==> config.mk <==
export PLATFORM = sky130hd
export DESIGN_NAME = power_status_and_pin_reset
export DESIGN_NICKNAME = d
export VERILOG_FILES = /design/src/rtl/power_status_pkg.sv /design/src/rtl/in_sync.sv /design/src/rtl/event_irq.sv /design/src/rtl/power_status_and_pin_reset.sv
export SDC_FILE = /design/constraint.sdc
export NUM_CORES = 1
export LEC_CHECK = 0
export ABC_AREA = 1
export BUFFER_PORTS_ARGS = -buffer_cell sky130_fd_sc_hd__buf_4
export CORE_MARGIN = 2
export CORE_UTILIZATION = 30
export CTS_CLUSTER_DIAMETER = 40
export DETAILED_ROUTE_END_ITERATION = 10
export PLACE_DENSITY_LB_ADDON = 0.2
export SYNTH_ARGS = -nofsm -noshare
export SYNTH_HDL_FRONTEND = slang
export SYNTH_SLANG_ARGS = --single-unit
==> constraint.sdc <==
create_clock -name clk -period 3.2 [get_ports clk]
set_input_delay 0.32 -clock clk [delete_from_list [all_inputs] [get_ports clk]]
set_output_delay 0.32 -clock clk [all_outputs]
set_load 0.1 [all_outputs]
==> src/rtl/power_status_pkg.sv <==
// constants, field layout and types shared by the power status block
package power_status_pkg;

  // register indices: byte address is four times the index, decoded on index bits 9:0
  localparam logic [31:0] IDX_ANALOG_STATUS = 32'h5000002a;
  localparam logic [31:0] IDX_CRYSTAL_START_TRIM = 32'h50000030;
  localparam logic [31:0] IDX_CRYSTAL_READY_DELAY = 32'h50000034;
  localparam logic [31:0] IDX_CRYSTAL_CORE_CONTROL = 32'h50000038;
  localparam logic [31:0] IDX_PIN_RESET_SELECT = 32'h50000040;
  localparam logic [31:0] IDX_PIN_RESET_TIMER = 32'h50000042;
  localparam logic [31:0] IDX_REFERENCE_REFRESH_INTERVAL = 32'h50000050;
  localparam logic [31:0] IDX_SUPERVISOR_CONTROL = 32'h50000060;
  localparam logic [31:0] IDX_EVENT_ENABLE = 32'h50000061;
  localparam logic [31:0] IDX_EVENT_STATUS = 32'h50000062;
  localparam logic [31:0] IDX_EVENT_CLEAR = 32'h50000063;
  localparam int DEC_BITS = 10;

  // analog status bit positions
  localparam int ST_CORE_REG = 0;
  localparam int ST_LOW_REG = 1;
  localparam int ST_SWITCHER = 2;
  localparam int ST_CMP_HIGH_OK = 3;
  localparam int ST_CMP_HIGH_NOK = 4;
  localparam int ST_BANDGAP = 5;
  localparam int ST_RAIL_LOW = 6;
  localparam int ST_RAIL_HIGH = 7;
  localparam int ST_BOOST = 8;
  localparam int ST_CRYSTAL_REG = 9;
  localparam int ST_CONVERTER_REG = 10;
  localparam int ST_WAKE_TREE = 12;

  // pin reset select layout
  localparam int PIN_POLARITY_BIT = 7;
  localparam logic [3:0] PIN_SEL_FIRST = 4'h1;
  localparam logic [3:0] PIN_SEL_LAST = 4'hc;

  // supervisor control bits
  localparam int CTL_CRYSTAL_ENABLE = 0;
  localparam int CTL_WAKE_SENSE = 1;
  localparam int CTL_MASK_RAIL_HIGH = 2;
  localparam int CTL_MASK_RAIL_LOW = 3;

  // event bits
  localparam int EV_CRYSTAL_READY = 0;
  localparam int EV_PIN_RESET = 1;
  localparam int EV_WAKE = 2;
  localparam int EVENT_BITS = 3;

  // reset values
  localparam logic [15:0] RST_CRYSTAL_START_TRIM = 16'h00aa;
  localparam logic [7:0] RST_CRYSTAL_READY_COUNT = 8'h00;
  localparam logic [15:0] RST_CRYSTAL_CORE_CONTROL = 16'h0015;
  localparam logic [7:0] RST_PIN_RESET_SELECT = 8'h00;
  localparam logic [6:0] RST_PIN_RESET_TIME = 7'h18;
  localparam logic [11:0] RST_REFRESH_UNITS = 12'h080;
  localparam logic [3:0] RST_SUPERVISOR_CONTROL = 4'h0;

  // timing
  localparam int CLK_PERIOD_NS = 4;
  localparam int REFRESH_UNIT_NS = 2000000;
  localparam int REFRESH_UNIT_CYCLES = REFRESH_UNIT_NS / CLK_PERIOD_NS;
  localparam logic [12:0] PIN_TICKS_PER_UNIT = 13'h1000;

  typedef enum logic [1:0] {
    PR_IDLE = 2'b00,
    PR_COUNT = 2'b01,
    PR_FIRED = 2'b10
  } pin_reset_state_t;

  function automatic logic regHit(input logic [31:0] addr, input logic [31:0] idx);
    regHit = (addr[DEC_BITS+1:2] == idx[DEC_BITS-1:0]);
  endfunction

endpackage

==> src/rtl/in_sync.sv <==
// three-stage input synchroniser that accepts a change once stages two and three agree
`timescale 1ns/1ps
`default_nettype none
module in_sync #(
  parameter int W = 1
) (
  // clock and reset
  input wire logic clk,
  input wire logic rst_n,
  // raw and filtered levels
  input wire logic [W-1:0] rawIn,
  output logic [W-1:0] syncOut
);
  logic [W-1:0] s1_q;
  logic [W-1:0] s2_q;
  logic [W-1:0] s3_q;
  logic [W-1:0] out_d;

  assign out_d = (s2_q ~^ s3_q) & s3_q | ~(s2_q ~^ s3_q) & syncOut;

  always_ff @(posedge clk or negedge rst_n)
  begin
    if (!rst_n)
    begin
      s1_q <= '0;
      s2_q <= '0;
      s3_q <= '0;
      syncOut <= '0;
    end
    else
    begin
      s1_q <= rawIn;
      s2_q <= s1_q;
      s3_q <= s2_q;
      syncOut <= out_d;
    end
  end
endmodule
`default_nettype wire

==> src/rtl/event_irq.sv <==
// sticky event status, enable gating and one level interrupt
`timescale 1ns/1ps
`default_nettype none
module event_irq
  import power_status_pkg::*;
(
  // clock and reset
  input wire logic clk,
  input wire logic rst_n,
  // events and software control
  input wire logic [EVENT_BITS-1:0] setPulse,
  input wire logic [EVENT_BITS-1:0] clearPulse,
  input wire logic [EVENT_BITS-1:0] enable,
  // status and interrupt
  output logic [EVENT_BITS-1:0] status_q,
  output logic irq_q
);
  logic [EVENT_BITS-1:0] status_d;

  // a set arriving with its clear survives
  assign status_d = setPulse | (status_q & ~clearPulse);

  always_ff @(posedge clk or negedge rst_n)
  begin
    if (!rst_n)
    begin
      status_q <= '0;
      irq_q <= 1'b0;
    end
    else
    begin
      status_q <= status_d;
      irq_q <= |(status_d & enable);
    end
  end
endmodule
`default_nettype wire

==> src/rtl/power_status_and_pin_reset.sv <==
// power status word, crystal ready delay, pin reset timer and reference refresh behind apb
//
// Decided for this implementation: the APB register port.
`timescale 1ns/1ps
`default_nettype none
// How it works
// - status bit 12 shows the wake tree output; zero wakes from hibernation
// - bits 7 and 6 show rail monitors; zero resets unless masked
// - bit 8 reads zero for buck, one for boost detected
// - bandgap, switcher, core, crystal, converter good flags read directly
// - low regulator good on bit 1 only counts in high-current mode
// - crystal ready interrupt after programmed 32 kHz cycles; zero means none
// - polarity bit 7: zero active low, one active high, gpio only
// - reset pad is always active low, polarity bit ignored
// - select 0 disables, 1 to 12 pick pins 0 to 11, rest reserved
// - power-on reset once selected pin held active for programmed time
// - reset time is field times 4096 slow rc periods, default 0x18
// - time field zero disables the pin reset timer
// - reference refresh every field times 2 ms, reset value 0x80
module power_status_and_pin_reset
  import power_status_pkg::*;
#(
  parameter int REFRESH_CYCLES = REFRESH_UNIT_CYCLES
) (
  // clock and reset
  input wire logic clk,
  input wire logic rst_n,
  // apb slave
  input wire logic psel,
  input wire logic penable,
  input wire logic pwrite,
  input wire logic [31:0] paddr,
  input wire logic [31:0] pwdata,
  output logic [31:0] prdata,
  output logic pready,
  output logic pslverr,
  // analog monitor levels
  input wire logic railHighGood,
  input wire logic railLowGood,
  input wire logic boostDetected,
  input wire logic bandgapGood,
  input wire logic switcher_output_good,
  input wire logic core_regulator_good,
  input wire logic low_regulator_good,
  input wire logic lowRegHighCurrent,
  input wire logic crystal_regulator_good,
  input wire logic converter_regulator_good,
  input wire logic compHighOk,
  input wire logic compHighNok,
  input wire logic wake_tree_output,
  input wire logic hibernating,
  // slow clocks sampled as levels
  input wire logic clk32k,
  input wire logic slow_rc_clock,
  // reset sources
  input wire logic [11:0] portPins,
  input wire logic resetPad_n,
  // supervisor outputs
  output logic porReset_q,
  output logic railReset_q,
  output logic wakeRequest_q,
  output logic bandgapRefresh_q,
  output logic hibernate_wake_sense,
  output logic crystal_ready_interrupt
);
  localparam int SYNC_W = 29;
  localparam logic [18:0] REFRESH_LAST = 19'(REFRESH_CYCLES - 1);

  // ************************************************
  // input synchronisation
  // ************************************************
  logic [SYNC_W-1:0] rawVec;
  logic [SYNC_W-1:0] syncVec;
  logic [15:0] statusWord;
  logic [11:0] pinSync;
  logic padActive;
  logic clk32kSync;
  logic slowRcSync;
  logic clk32kPrev_q;
  logic slowRcPrev_q;
  logic tick32k;
  logic tickRc;

  // the pad is inverted first so the reset state of the sync chain means idle
  assign rawVec = {~resetPad_n, slow_rc_clock, clk32k, portPins, hibernating, wake_tree_output,
                   compHighNok, compHighOk, converter_regulator_good, crystal_regulator_good,
                   lowRegHighCurrent, low_regulator_good, core_regulator_good, switcher_output_good,
                   bandgapGood, boostDetected, railLowGood, railHighGood};

  in_sync #(.W(SYNC_W)) inputSync (
    .clk(clk),
    .rst_n(rst_n),
    .rawIn(rawVec),
    .syncOut(syncVec)
  );

  logic sRailHigh;
  logic sRailLow;
  logic sBoost;
  logic sBandgap;
  logic sSwitcher;
  logic sCoreReg;
  logic sLowReg;
  logic sLowHighCur;
  logic sCrystalReg;
  logic sConverterReg;
  logic sCmpOk;
  logic sCmpNok;
  logic sWakeTree;
  logic sHibernating;

  assign {padActive, slowRcSync, clk32kSync, pinSync, sHibernating, sWakeTree, sCmpNok, sCmpOk,
          sConverterReg, sCrystalReg, sLowHighCur, sLowReg, sCoreReg, sSwitcher, sBandgap,
          sBoost, sRailLow, sRailHigh} = syncVec;
  assign tick32k = clk32kSync & ~clk32kPrev_q;
  assign tickRc = slowRcSync & ~slowRcPrev_q;

  // ************************************************
  // analog status word
  // ************************************************
  assign statusWord[15:13] = 3'h0;
  assign statusWord[ST_WAKE_TREE] = sWakeTree;
  assign statusWord[11] = 1'b0;
  assign statusWord[ST_CONVERTER_REG] = sConverterReg;
  assign statusWord[ST_CRYSTAL_REG] = sCrystalReg;
  assign statusWord[ST_BOOST] = sBoost;
  assign statusWord[ST_RAIL_HIGH] = sRailHigh;
  assign statusWord[ST_RAIL_LOW] = sRailLow;
  assign statusWord[ST_BANDGAP] = sBandgap;
  assign statusWord[ST_CMP_HIGH_NOK] = sCmpNok;
  assign statusWord[ST_CMP_HIGH_OK] = sCmpOk;
  assign statusWord[ST_SWITCHER] = sSwitcher;
  // outside high-current mode the flag is not trustworthy, so it reads zero
  assign statusWord[ST_LOW_REG] = sLowReg & sLowHighCur;
  assign statusWord[ST_CORE_REG] = sCoreReg;

  // ************************************************
  // apb register file
  // ************************************************
  logic [15:0] startTrim_q;
  logic [7:0] readyCount_q;
  logic [15:0] coreCtrl_q;
  logic [7:0] pinSelect_q;
  logic [6:0] pinTime_q;
  logic [11:0] refreshUnits_q;
  logic [3:0] control_q;
  logic [EVENT_BITS-1:0] eventEnable_q;
  logic [EVENT_BITS-1:0] eventStatus;
  logic [EVENT_BITS-1:0] eventSet;
  logic [EVENT_BITS-1:0] eventClear;
  logic accessPhase;
  logic xfer;
  logic wr;
  logic hitStatus;
  logic hitStart;
  logic hitReady;
  logic hitCore;
  logic hitPinSel;
  logic hitPinTime;
  logic hitRefresh;
  logic hitControl;
  logic hitEnable;
  logic hitEvStatus;
  logic hitEvClear;
  logic mapped;
  logic [31:0] readMux;

  assign accessPhase = psel & penable;
  assign xfer = accessPhase & pready;
  assign wr = xfer & pwrite & ~pslverr;
  assign hitStatus = regHit(paddr, IDX_ANALOG_STATUS);
  assign hitStart = regHit(paddr, IDX_CRYSTAL_START_TRIM);
  assign hitReady = regHit(paddr, IDX_CRYSTAL_READY_DELAY);
  assign hitCore = regHit(paddr, IDX_CRYSTAL_CORE_CONTROL);
  assign hitPinSel = regHit(paddr, IDX_PIN_RESET_SELECT);
  assign hitPinTime = regHit(paddr, IDX_PIN_RESET_TIMER);
  assign hitRefresh = regHit(paddr, IDX_REFERENCE_REFRESH_INTERVAL);
  assign hitControl = regHit(paddr, IDX_SUPERVISOR_CONTROL);
  assign hitEnable = regHit(paddr, IDX_EVENT_ENABLE);
  assign hitEvStatus = regHit(paddr, IDX_EVENT_STATUS);
  assign hitEvClear = regHit(paddr, IDX_EVENT_CLEAR);
  assign mapped = hitStatus | hitStart | hitReady | hitCore | hitPinSel | hitPinTime | hitRefresh |
                  hitControl | hitEnable | hitEvStatus | hitEvClear;
  assign eventClear = (wr && hitEvClear) ? pwdata[EVENT_BITS-1:0] : '0;
  assign readMux = hitStatus ? {16'h0, statusWord} :
                   hitStart ? {16'h0, startTrim_q} :
                   hitReady ? {24'h0, readyCount_q} :
                   hitCore ? {16'h0, coreCtrl_q} :
                   hitPinSel ? {24'h0, pinSelect_q} :
                   hitPinTime ? {25'h0, pinTime_q} :
                   hitRefresh ? {20'h0, refreshUnits_q} :
                   hitControl ? {28'h0, control_q} :
                   hitEnable ? {29'h0, eventEnable_q} :
                   hitEvStatus ? {29'h0, eventStatus} : 32'h0;

  // one wait state: ready comes from a flop, read data is latched with it
  always_ff @(posedge clk or negedge rst_n)
  begin
    if (!rst_n)
    begin
      pready <= 1'b0;
      pslverr <= 1'b0;
      prdata <= 32'h0;
    end
    else
    begin
      pready <= accessPhase & ~pready;
      pslverr <= accessPhase & ~pready & ~mapped;
      prdata <= (accessPhase && !pready && !pwrite) ? readMux : 32'h0;
    end
  end

  // analog status and event status have no write path
  always_ff @(posedge clk or negedge rst_n)
  begin
    if (!rst_n)
    begin
      startTrim_q <= RST_CRYSTAL_START_TRIM;
      readyCount_q <= RST_CRYSTAL_READY_COUNT;
      coreCtrl_q <= RST_CRYSTAL_CORE_CONTROL;
      pinSelect_q <= RST_PIN_RESET_SELECT;
      pinTime_q <= RST_PIN_RESET_TIME;
      refreshUnits_q <= RST_REFRESH_UNITS;
      control_q <= RST_SUPERVISOR_CONTROL;
      eventEnable_q <= '0;
    end
    else if (wr)
    begin
      if (hitStart) startTrim_q <= pwdata[15:0];
      if (hitReady) readyCount_q <= pwdata[7:0];
      if (hitCore) coreCtrl_q <= {6'h0, pwdata[9:0] & 10'h0ff};
      if (hitPinSel) pinSelect_q <= pwdata[7:0];
      if (hitPinTime) pinTime_q <= pwdata[6:0];
      if (hitRefresh) refreshUnits_q <= pwdata[11:0];
      if (hitControl) control_q <= pwdata[3:0];
      if (hitEnable) eventEnable_q <= pwdata[EVENT_BITS-1:0];
    end
  end

  event_irq events (
    .clk(clk),
    .rst_n(rst_n),
    .setPulse(eventSet),
    .clearPulse(eventClear),
    .enable(eventEnable_q),
    .status_q(eventStatus),
    .irq_q(crystal_ready_interrupt)
  );

  // ************************************************
  // crystal ready delay
  // ************************************************
  logic [7:0] xtalCount_q;
  logic xtalDone_q;
  logic xtalFire;
  logic crystalOn;

  assign crystalOn = control_q[CTL_CRYSTAL_ENABLE];
  assign xtalFire = crystalOn & ~xtalDone_q & (readyCount_q != 8'h00) & (xtalCount_q == readyCount_q);

  always_ff @(posedge clk or negedge rst_n)
  begin
    if (!rst_n)
    begin
      xtalCount_q <= 8'h00;
      xtalDone_q <= 1'b0;
    end
    else if (!crystalOn)
    begin
      xtalCount_q <= 8'h00;
      xtalDone_q <= 1'b0;
    end
    else
    begin
      if (tick32k && !xtalDone_q && xtalCount_q != 8'hff) xtalCount_q <= xtalCount_q + 8'h01;
      if (xtalFire) xtalDone_q <= 1'b1;
    end
  end

  // ************************************************
  // gpio pin power-on reset
  // ************************************************
  pin_reset_state_t pinState_q;
  pin_reset_state_t pinState_d;
  logic [12:0] pinTicks_q;
  logic [6:0] pinUnits_q;
  logic [3:0] pinSel;
  logic selValid;
  logic selLevel;
  logic pinActive;
  logic pinEnabled;
  logic unitDone;

  assign pinSel = pinSelect_q[3:0];
  assign selValid = (pinSel >= PIN_SEL_FIRST) && (pinSel <= PIN_SEL_LAST);
  assign selLevel = selValid ? pinSync[pinSel - PIN_SEL_FIRST] : 1'b0;
  assign pinActive = selValid & (pinSelect_q[PIN_POLARITY_BIT] ? selLevel : ~selLevel);
  assign pinEnabled = pinActive & (pinTime_q != 7'h00);
  assign unitDone = tickRc & (pinTicks_q == PIN_TICKS_PER_UNIT - 13'h1);

  always_comb
  begin
    pinState_d = pinState_q;
    case (pinState_q)
      PR_IDLE: if (pinEnabled) pinState_d = PR_COUNT;
      PR_COUNT:
      begin
        if (!pinEnabled) pinState_d = PR_IDLE;
        else if (unitDone && pinUnits_q + 7'h01 == pinTime_q) pinState_d = PR_FIRED;
      end
      PR_FIRED: if (!pinEnabled) pinState_d = PR_IDLE;
      default: pinState_d = PR_IDLE;
    endcase
  end

  always_ff @(posedge clk or negedge rst_n)
  begin
    if (!rst_n)
    begin
      pinState_q <= PR_IDLE;
      pinTicks_q <= 13'h0;
      pinUnits_q <= 7'h0;
    end
    else
    begin
      pinState_q <= pinState_d;
      if (pinState_d != PR_COUNT || pinState_q != PR_COUNT)
      begin
        pinTicks_q <= 13'h0;
        pinUnits_q <= 7'h0;
      end
      else if (unitDone)
      begin
        pinTicks_q <= 13'h0;
        pinUnits_q <= pinUnits_q + 7'h01;
      end
      else if (tickRc) pinTicks_q <= pinTicks_q + 13'h1;
    end
  end

  // ************************************************
  // reference refresh and supervisor outputs
  // ************************************************
  logic [18:0] refreshCycles_q;
  logic [11:0] refreshCount_q;
  logic unitTick;
  logic refreshFire;
  logic wakeNow;

  assign unitTick = (refreshCycles_q == REFRESH_LAST);
  // a zero interval would mean refreshing continuously, so it stops refresh instead
  assign refreshFire = unitTick & (refreshUnits_q != 12'h0) & (refreshCount_q + 12'h1 >= refreshUnits_q);
  assign wakeNow = sHibernating & ~sWakeTree;
  assign eventSet = {wakeNow & ~wakeRequest_q, pinState_d == PR_FIRED && pinState_q != PR_FIRED, xtalFire};

  always_ff @(posedge clk or negedge rst_n)
  begin
    if (!rst_n)
    begin
      refreshCycles_q <= 19'h0;
      refreshCount_q <= 12'h0;
      bandgapRefresh_q <= 1'b0;
      porReset_q <= 1'b0;
      railReset_q <= 1'b0;
      wakeRequest_q <= 1'b0;
      hibernate_wake_sense <= 1'b0;
      clk32kPrev_q <= 1'b0;
      slowRcPrev_q <= 1'b0;
    end
    else
    begin
      refreshCycles_q <= unitTick ? 19'h0 : refreshCycles_q + 19'h1;
      if (refreshFire) refreshCount_q <= 12'h0;
      else if (unitTick) refreshCount_q <= refreshCount_q + 12'h1;
      bandgapRefresh_q <= refreshFire;
      porReset_q <= padActive | (pinState_d == PR_FIRED);
      railReset_q <= (~sRailHigh & ~control_q[CTL_MASK_RAIL_HIGH]) | (~sRailLow & ~control_q[CTL_MASK_RAIL_LOW]);
      wakeRequest_q <= wakeNow;
      hibernate_wake_sense <= control_q[CTL_WAKE_SENSE];
      clk32kPrev_q <= clk32kSync;
      slowRcPrev_q <= slowRcSync;
    end
  end
endmodule
`default_nettype wire

==> metrics.cfg, run 1 <==
[outcome]
run_status=completed

[cts]
tritoncts=built
cts_post_setup_buffers_inserted=0
clockBufferDepth=3
clk_pin_slew_ns=0.05
root_buffer=clkbuf_16
cts-buffers-inserted=45
cts_num_sinks=273
insertion_delay_ns=0.55
htree_levels=2

[drt]
final_antenna_net_count=0
drt_drc_violations_left=0
drt_wl_total_um=27800
iteration_0_drc_count_of_the_detailed_router=451
firstDrtPassIters=5
detailroute.via_count=8853
via_per_inst=4.55
post_drt_wl_per_cell_um=14.3

[yosys]
yosys_warnings=0
synthCells=1244
postSynthAreaPerCell_sq_um=9.55
postSynthRegisterBits=273
synthesis.area_sq_um=11900
synth_sequential_area_ratio_pct=57.6
synth_cell_types=52

[floorplanning]
design.portCount=138
floorplan.core_area_sq_um=38800
initial_standard_cell_utilization_of_the_core_pct=30.6
fp-row-count=72
die_height_um=203
chipWidth_um=203
dieArea_sq_um=41200

[grt]
number_of_antenna_violations_at_the_first_check_in_global_routing=0
via_count_of_the_first_global_routing_pass=8742
globalRouteTotalUtil_pct=13.8
grt_max_degree=94
first_pass_grt_wire_length_um=45900
grt_overflow=0

[critical_path]
cell_at_the_slowest_stage_of_the_critical_path=dfrtp_1
critPathArrivalTime_ns=3.08
critical_path_buf_inv_count=2
timing_worst_setup_path_type=reg -> reg
crit_path_start_kind=flip-flop
timing.critical_path.max_delay_family=simple AND/OR/NAND/NOR gates
timing.critical_path.cells=inv_1, nor2_1, nand2_1, nor4_2, nand3_1, xor2_1, inv_1, ha_1, nand2_1, nor2_1, nand3_1, nand4_1, nand2_2, nand3_1, o21ai_0
crit_path_end_kind=flip-flop
cp_slowest_stage_delay_ns=0.38
worst_ep_required_time_ns=3.61
crit_path_max_fanout=13
critical-path-top-cell-by-count=nand3_1

[timing]
setup_viol=0
final.period_utilization_pct=83.7
grt_setup_unrepaired=no
tns_ns=0
max_slew.worst_pin.slew_ns=0.699
finalHoldViolCount=0
final_max_slew_viol_count=0
worst_case_setup_margin_in_the_final_layout_ns=0.523
min_period_ns=2.68
timing.fmax_ghz=0.373
finClkSkew_ns=0.0155
max-slew-margin-rel_pct=53.4

[power_and_ir_drop]
power.share.clock_pct=54.9
switching_power_mw=2.18
powerDensity_nw_per_um2=596
seq_power_share_pct=40.4
peakVddDrop_v=0.000487
leakage_nw=6.93
share_comb_of_total_power_pct=4.7
p_sw_share_pct=24.5
intPower_mw=6.74

[placed_design]
gpl_wtd_cong=0.827
placed_area_sq_um=13100
detailedPlace.worstSlack_ns=0.214
port_buffers=83
dpl.hpwl_um=19400

[final_layout]
final_cell_area_sq_um=15000
most-common-layout-cells=nand2_1, dfrtp_1, inv_1
area.growth.synth_to_final_pct=26.2
fraction_of_layout_instances_using_a_drive_strength_above_1_pct=17.0
final_core_util_pct=38.6
layout.nets=1508
antenna_cells=0
num-fill-cells=3841
layout.cells.most_common=nand2_1

[min_path]
timing.hold.worst.class=in -> reg

[flow_run]
timing.max_cap.violations=0

power by group through the flow:
| stage | Clock [mW] | Combinational (mW) | Sequential [mW] |
|---|---|---|---|
| after floorplan | 0 | 0.183 | 3.69 |
| after global placement | 0 | 0.389 | 3.67 |
| after detailed placement | 0 | 0.392 | 3.67 |
| after CTS | 5.04 | 0.425 | 3.61 |
| after global routing | 5.21 | 0.455 | 3.62 |
| final | 4.90 | 0.416 | 3.61 |
what timing repair did:
| item | 4_1_cts | 5_1_grt |
|---|---|---|
| gates resized for setup | 0 | 2 |
| endpoints found under the hold margin | 123 | 0 |
| setup endpoints to repair | 0 | 13 |
| hold buffers | 34 | 0 |
layer usage:
layer  GRT usage, %  vias up  share of wire [%]
met5              0        -                  0
met4           4.54        0                2.4
met3           2.94       54                5.0
met2           21.4      190                 45
met1           19.3     4219                 48
li1               -     4390                  -
final cells by class:
class / count / area, sq um / area share [%]
clock inverters: 34 / 392 / 2.61
clock buffers: 49 / 1170 / 7.83
repair buffers: 129 / 1100 / 7.33
inverters: 142 / 538 / 3.59
flip-flops and latches: 273 / 6840 / 45.7
multi-input cells: 800 / 4290 / 28.6
well taps: 518 / 648 / 4.33
metrics by stage:
step	hold slack, ns	std cells	power (mW)
after floorplan	0.0244	1259	3.87
after global placement	0.332	1828	4.06
after detailed placement	0.335	1828	4.06
after CTS	0.0481	1945	9.08
after global routing	0.0685	1945	9.29
final	0.0633	1945	8.93
logic make-up after synthesis:
logic type                 share of synthesized area [%]
and+or+nand+nor                                     20.3
DFF                                                 57.6
buffers and inverters                               6.81
AOI/OAI and AO/OA                                   8.04
adders and majority gates                           4.45
xor gates and xnor gates                            2.35
muxes                                              0.379
other                                             0.0316
Yosys cell counts, drive strengths merged:
master	n	area share, %
nor4b	1	0.074
nor2	101	3.6
o22ai	12	0.63
conb	1	0.032
maj3	29	2.4
nand2	275	8.9
xor2	19	1.4
and2	1	0.053
o21ai	91	3.8
or2	4	0.21
a221oi	3	0.22
dfrtp	263	55
and3	1	0.053
clkbuf	15	0.48
nand3b	2	0.13
o31ai	1	0.063
buf	29	1.8
o2111ai	1	0.074
o21bai	3	0.19
ha	19	2.0
a21oi	40	1.9
o221ai	6	0.44
a211oi	4	0.25
nor3	22	1.1
nand4	40	2.2
dfstp	10	2.2
mux2	4	0.38
nor4	17	0.90
o21a	1	0.063
nand3	68	3.1
a31o	1	0.074
xnor2	12	0.95
a31oi	6	0.32
inv	142	4.5
tightest hold or removal path, cell delays in order:
cell and delay, ns:
buf_4 0.07, inv_1 0.04, o21ai_0 0.13
worst paths after layout:
path | startpoint | end | slack, ns | depth (start not counted)
max | refreshCount_q[0]$_DFFE_PN0P_ | refreshCount_q[8]$_DFFE_PN0P_ | 0.52 | 15
min | pwdata[9] | refreshUnits_q[9]$_DFFE_PN0P_ | 0.06 | 3
max reg2reg | refreshCount_q[0]$_DFFE_PN0P_ | refreshCount_q[8]$_DFFE_PN0P_ | 0.52 | 15
min reg2reg | inputSync.s1_q[20]$_DFF_PN0_ | inputSync.s2_q[20]$_DFF_PN0_ | 0.34 | 0
max in group asynchronous | rst_n | coreCtrl_q[4]$_DFFE_PN1P_ | 1.99 | 3
min in group asynchronous | rst_n | inputSync.s1_q[7]$_DFF_PN0_ | 0.35 | 2
Note: power is estimated with default switching activity, not from simulation.
==> inputs of run 2 (changes only) <==
==> constraint.sdc (replaced) <==
create_clock -name clk -period 2.3 [get_ports clk]
set_input_delay 0.23 -clock clk [delete_from_list [all_inputs] [get_ports clk]]
set_output_delay 0.23 -clock clk [all_outputs]
set_load 0.1 [all_outputs]
==> run 2 against run 1 <==
Net effect: highest routed layer unchanged; the run now ends with negative setup slack left; global-route usage up 0.70 points; die area unchanged; power rose by 45%; largest power group unchanged; clock power is 50% higher; combinational power rose by 43%; hold slack better by 0.00063 ns.
==> metrics.cfg, run 2 (synthesis gave the netlist of run 1 again) <==
[outcome]
run_status=complete, but fails checks
failed_checks=negative setup slack

[critical_path]
critPathArrivalTime_ns=2.93
timing.rr.end=refreshCount_q[7]$_DFFE_PN0P_
ff2ff_setup_slack_ns=-0.12
r2r_cells=15
timing.critical_path.cells=buf_6, ha_4, nand3_4, nor2_4, nand4_1, xor2_2, ha_1, nand2_2, nor2_2, a211oi_2, nand4_1, nand2_2, buf_6, nand3_1, nand2_1
worst_ep_required_time_ns=2.81
regToRegStartpoint=refreshCount_q[1]$_DFFE_PN0P_
crit_path_end_kind=flip-flop
cp_slowest_stage_delay_ns=0.40
critPathLaunch=refreshCount_q[1]$_DFFE_PN0P_
cell_at_the_slowest_stage_of_the_critical_path=dfrtp_1
timing_worst_setup_path_type=reg -> reg
endpoint=refreshCount_q[7]$_DFFE_PN0P_
crit_path_max_fanout=8
crit_path_start_kind=flip-flop

[floorplanning]
initial_standard_cell_utilization_of_the_core_pct=30.6
fp-row-count=72
dieArea_sq_um=41200
design.portCount=138
floorplan.core_area_sq_um=38800
chipWidth_um=203
die_height_um=203

[drt]
post_drt_wl_per_cell_um=14.4
via_per_inst=4.49
iteration_0_drc_count_of_the_detailed_router=381
drt_wl_total_um=28800
firstDrtPassIters=5
drt_drc_violations_left=0
final_antenna_net_count=0
detailroute.via_count=9003

[cts]
root_buffer=clkbuf_16
htree_levels=2
cts-buffers-inserted=49
insertion_delay_ns=0.58
cts_num_sinks=273
clockBufferDepth=3
tritoncts=built
clk_pin_slew_ns=0.06

[final_layout]
antenna_cells=0
layout.nets=1563
fraction_of_layout_instances_using_a_drive_strength_above_1_pct=21.7
final_cell_area_sq_um=15700
layout.cells.most_common=nand2_1
most-common-layout-cells=nand2_1, dfrtp_1, buf_4
area.growth.synth_to_final_pct=32.4

[flow_run]
timing.max_cap.violations=0

[grt]
grt_overflow=0
globalRouteTotalUtil_pct=14.5
grt_max_degree=74
via_count_of_the_first_global_routing_pass=9168
number_of_antenna_violations_at_the_first_check_in_global_routing=0
first_pass_grt_wire_length_um=47900

[power_and_ir_drop]
powerDensity_nw_per_um2=825
switching_power_mw=3.31
power.share.clock_pct=56.7
peakVddDrop_v=0.000578
p_sw_share_pct=25.5
fin_total_pwr_mw=13.0
seq_power_share_pct=38.7
intPower_mw=9.66
share_comb_of_total_power_pct=4.6
leakage_nw=7.29

[timing]
min_period_ns=2.42
timing.fmax_ghz=0.413
max_slew.worst_pin.slew_ns=0.510
grt_setup_unrepaired=yes
final_max_slew_viol_count=0
max-slew-margin-rel_pct=65.9
final.period_utilization_pct=105
tns_ns=-1.11
finClkSkew_ns=0.0272
worst_case_setup_margin_in_the_final_layout_ns=-0.120
finalHoldViolCount=0
setup_viol=12

[placed_design]
placed_area_sq_um=13300
port_buffers=83
dpl.hpwl_um=20100
gpl_wtd_cong=0.824

[min_path]
timing.hold.worst.class=in -> reg
worst_hold_path.num_cells=3

-- run 2: cell types whose count changed in the layout (fill, tap and decap cells not counted), moves of 5 or more --
cell / delta
inv_8: +6
buf_4: +39
dlygate4sd3_1: +6
nor2_1: -6
nand3_1: -5
-- run 2: final cells by class --
| class | instances | area, sq um |
|---|---|---|
| clock buffers | 53 | 1270 |
| clock inverters | 39 | 452 |
| fillers | 3800 | 23100 |
| inverters | 142 | 538 |
| multi-input cells | 801 | 4450 |
| flip-flops and latches | 273 | 6840 |
| well taps | 518 | 648 |
| repair buffers | 179 | 1520 |
-- run 2: per-layer routing --
layer  GRT usage [%]  routed length (um)  up-vias
met4            6.15                 977        0
li1                -                   -     4516
met5               0                   0        -
met3            2.66                 998       71
met1            19.5               13400     4258
met2            23.0               13500      158
-- run 2: worst min path at each step --
stage | start | endpoint | slack [ns]
after global routing | pwdata[6] | startTrim_q[6]$_DFFE_PN0P_ | 0.06
final | pwdata[6] | pinSelect_q[6]$_DFFE_PN0P_ | 0.06
after detailed placement | rst_n | async pin | 0.20
after CTS | pwdata[6] | pinSelect_q[6]$_DFFE_PN0P_ | 0.03
after floorplan | rst_n | async pin | -0.07
after global placement | rst_n | inputSync.s3_q[20]$_DFF_PN0_ | 0.19
-- run 2: stage by stage --
step | std cells | setup WS (ns) | hold slack [ns] | utilization (%)
after floorplan | 1259 | 0.0141 | -0.0656 | -
after global placement | 1863 | -0.140 | 0.194 | 34.4
after detailed placement | 1863 | -0.262 | 0.202 | 34.4
after CTS | 2003 | -0.0862 | 0.0317 | 40.3
after global routing | 2005 | -0.313 | 0.0584 | 40.5
final | 2005 | -0.120 | 0.0640 | 40.5
-- run 2: timing repair --
item | CTS | global route
resized for setup | 28 | 12
hold endpoints to repair | 101 | 0
hold buffers | 40 | 0
cloned | 1 | 0
endpoints found under the setup margin | 21 | 33
setup buffers | 7 | 2
pin swaps | 4 | 3
-- run 2: critical path: cells and delay by family, from the launching register on --
family	cells	cell delay, ns
buffers and inverters	2	0.26
adder cells (fa/ha/maj)	2	0.44
AO/OA/AOI/OAI	1	0.18
AND/OR/NAND/NOR	9	0.88
flip-flops	1	0.40
XOR/XNOR	1	0.19
-- run 2: power by group through the flow --
stage / clock network, mW / registers, mW / logic, mW
after floorplan: 0 / 5.13 / 0.254
after global placement: 0 / 5.10 / 0.550
after detailed placement: 0 / 5.11 / 0.554
after CTS: 7.58 / 5.02 / 0.609
after global routing: 7.83 / 5.04 / 0.651
final: 7.36 / 5.02 / 0.595
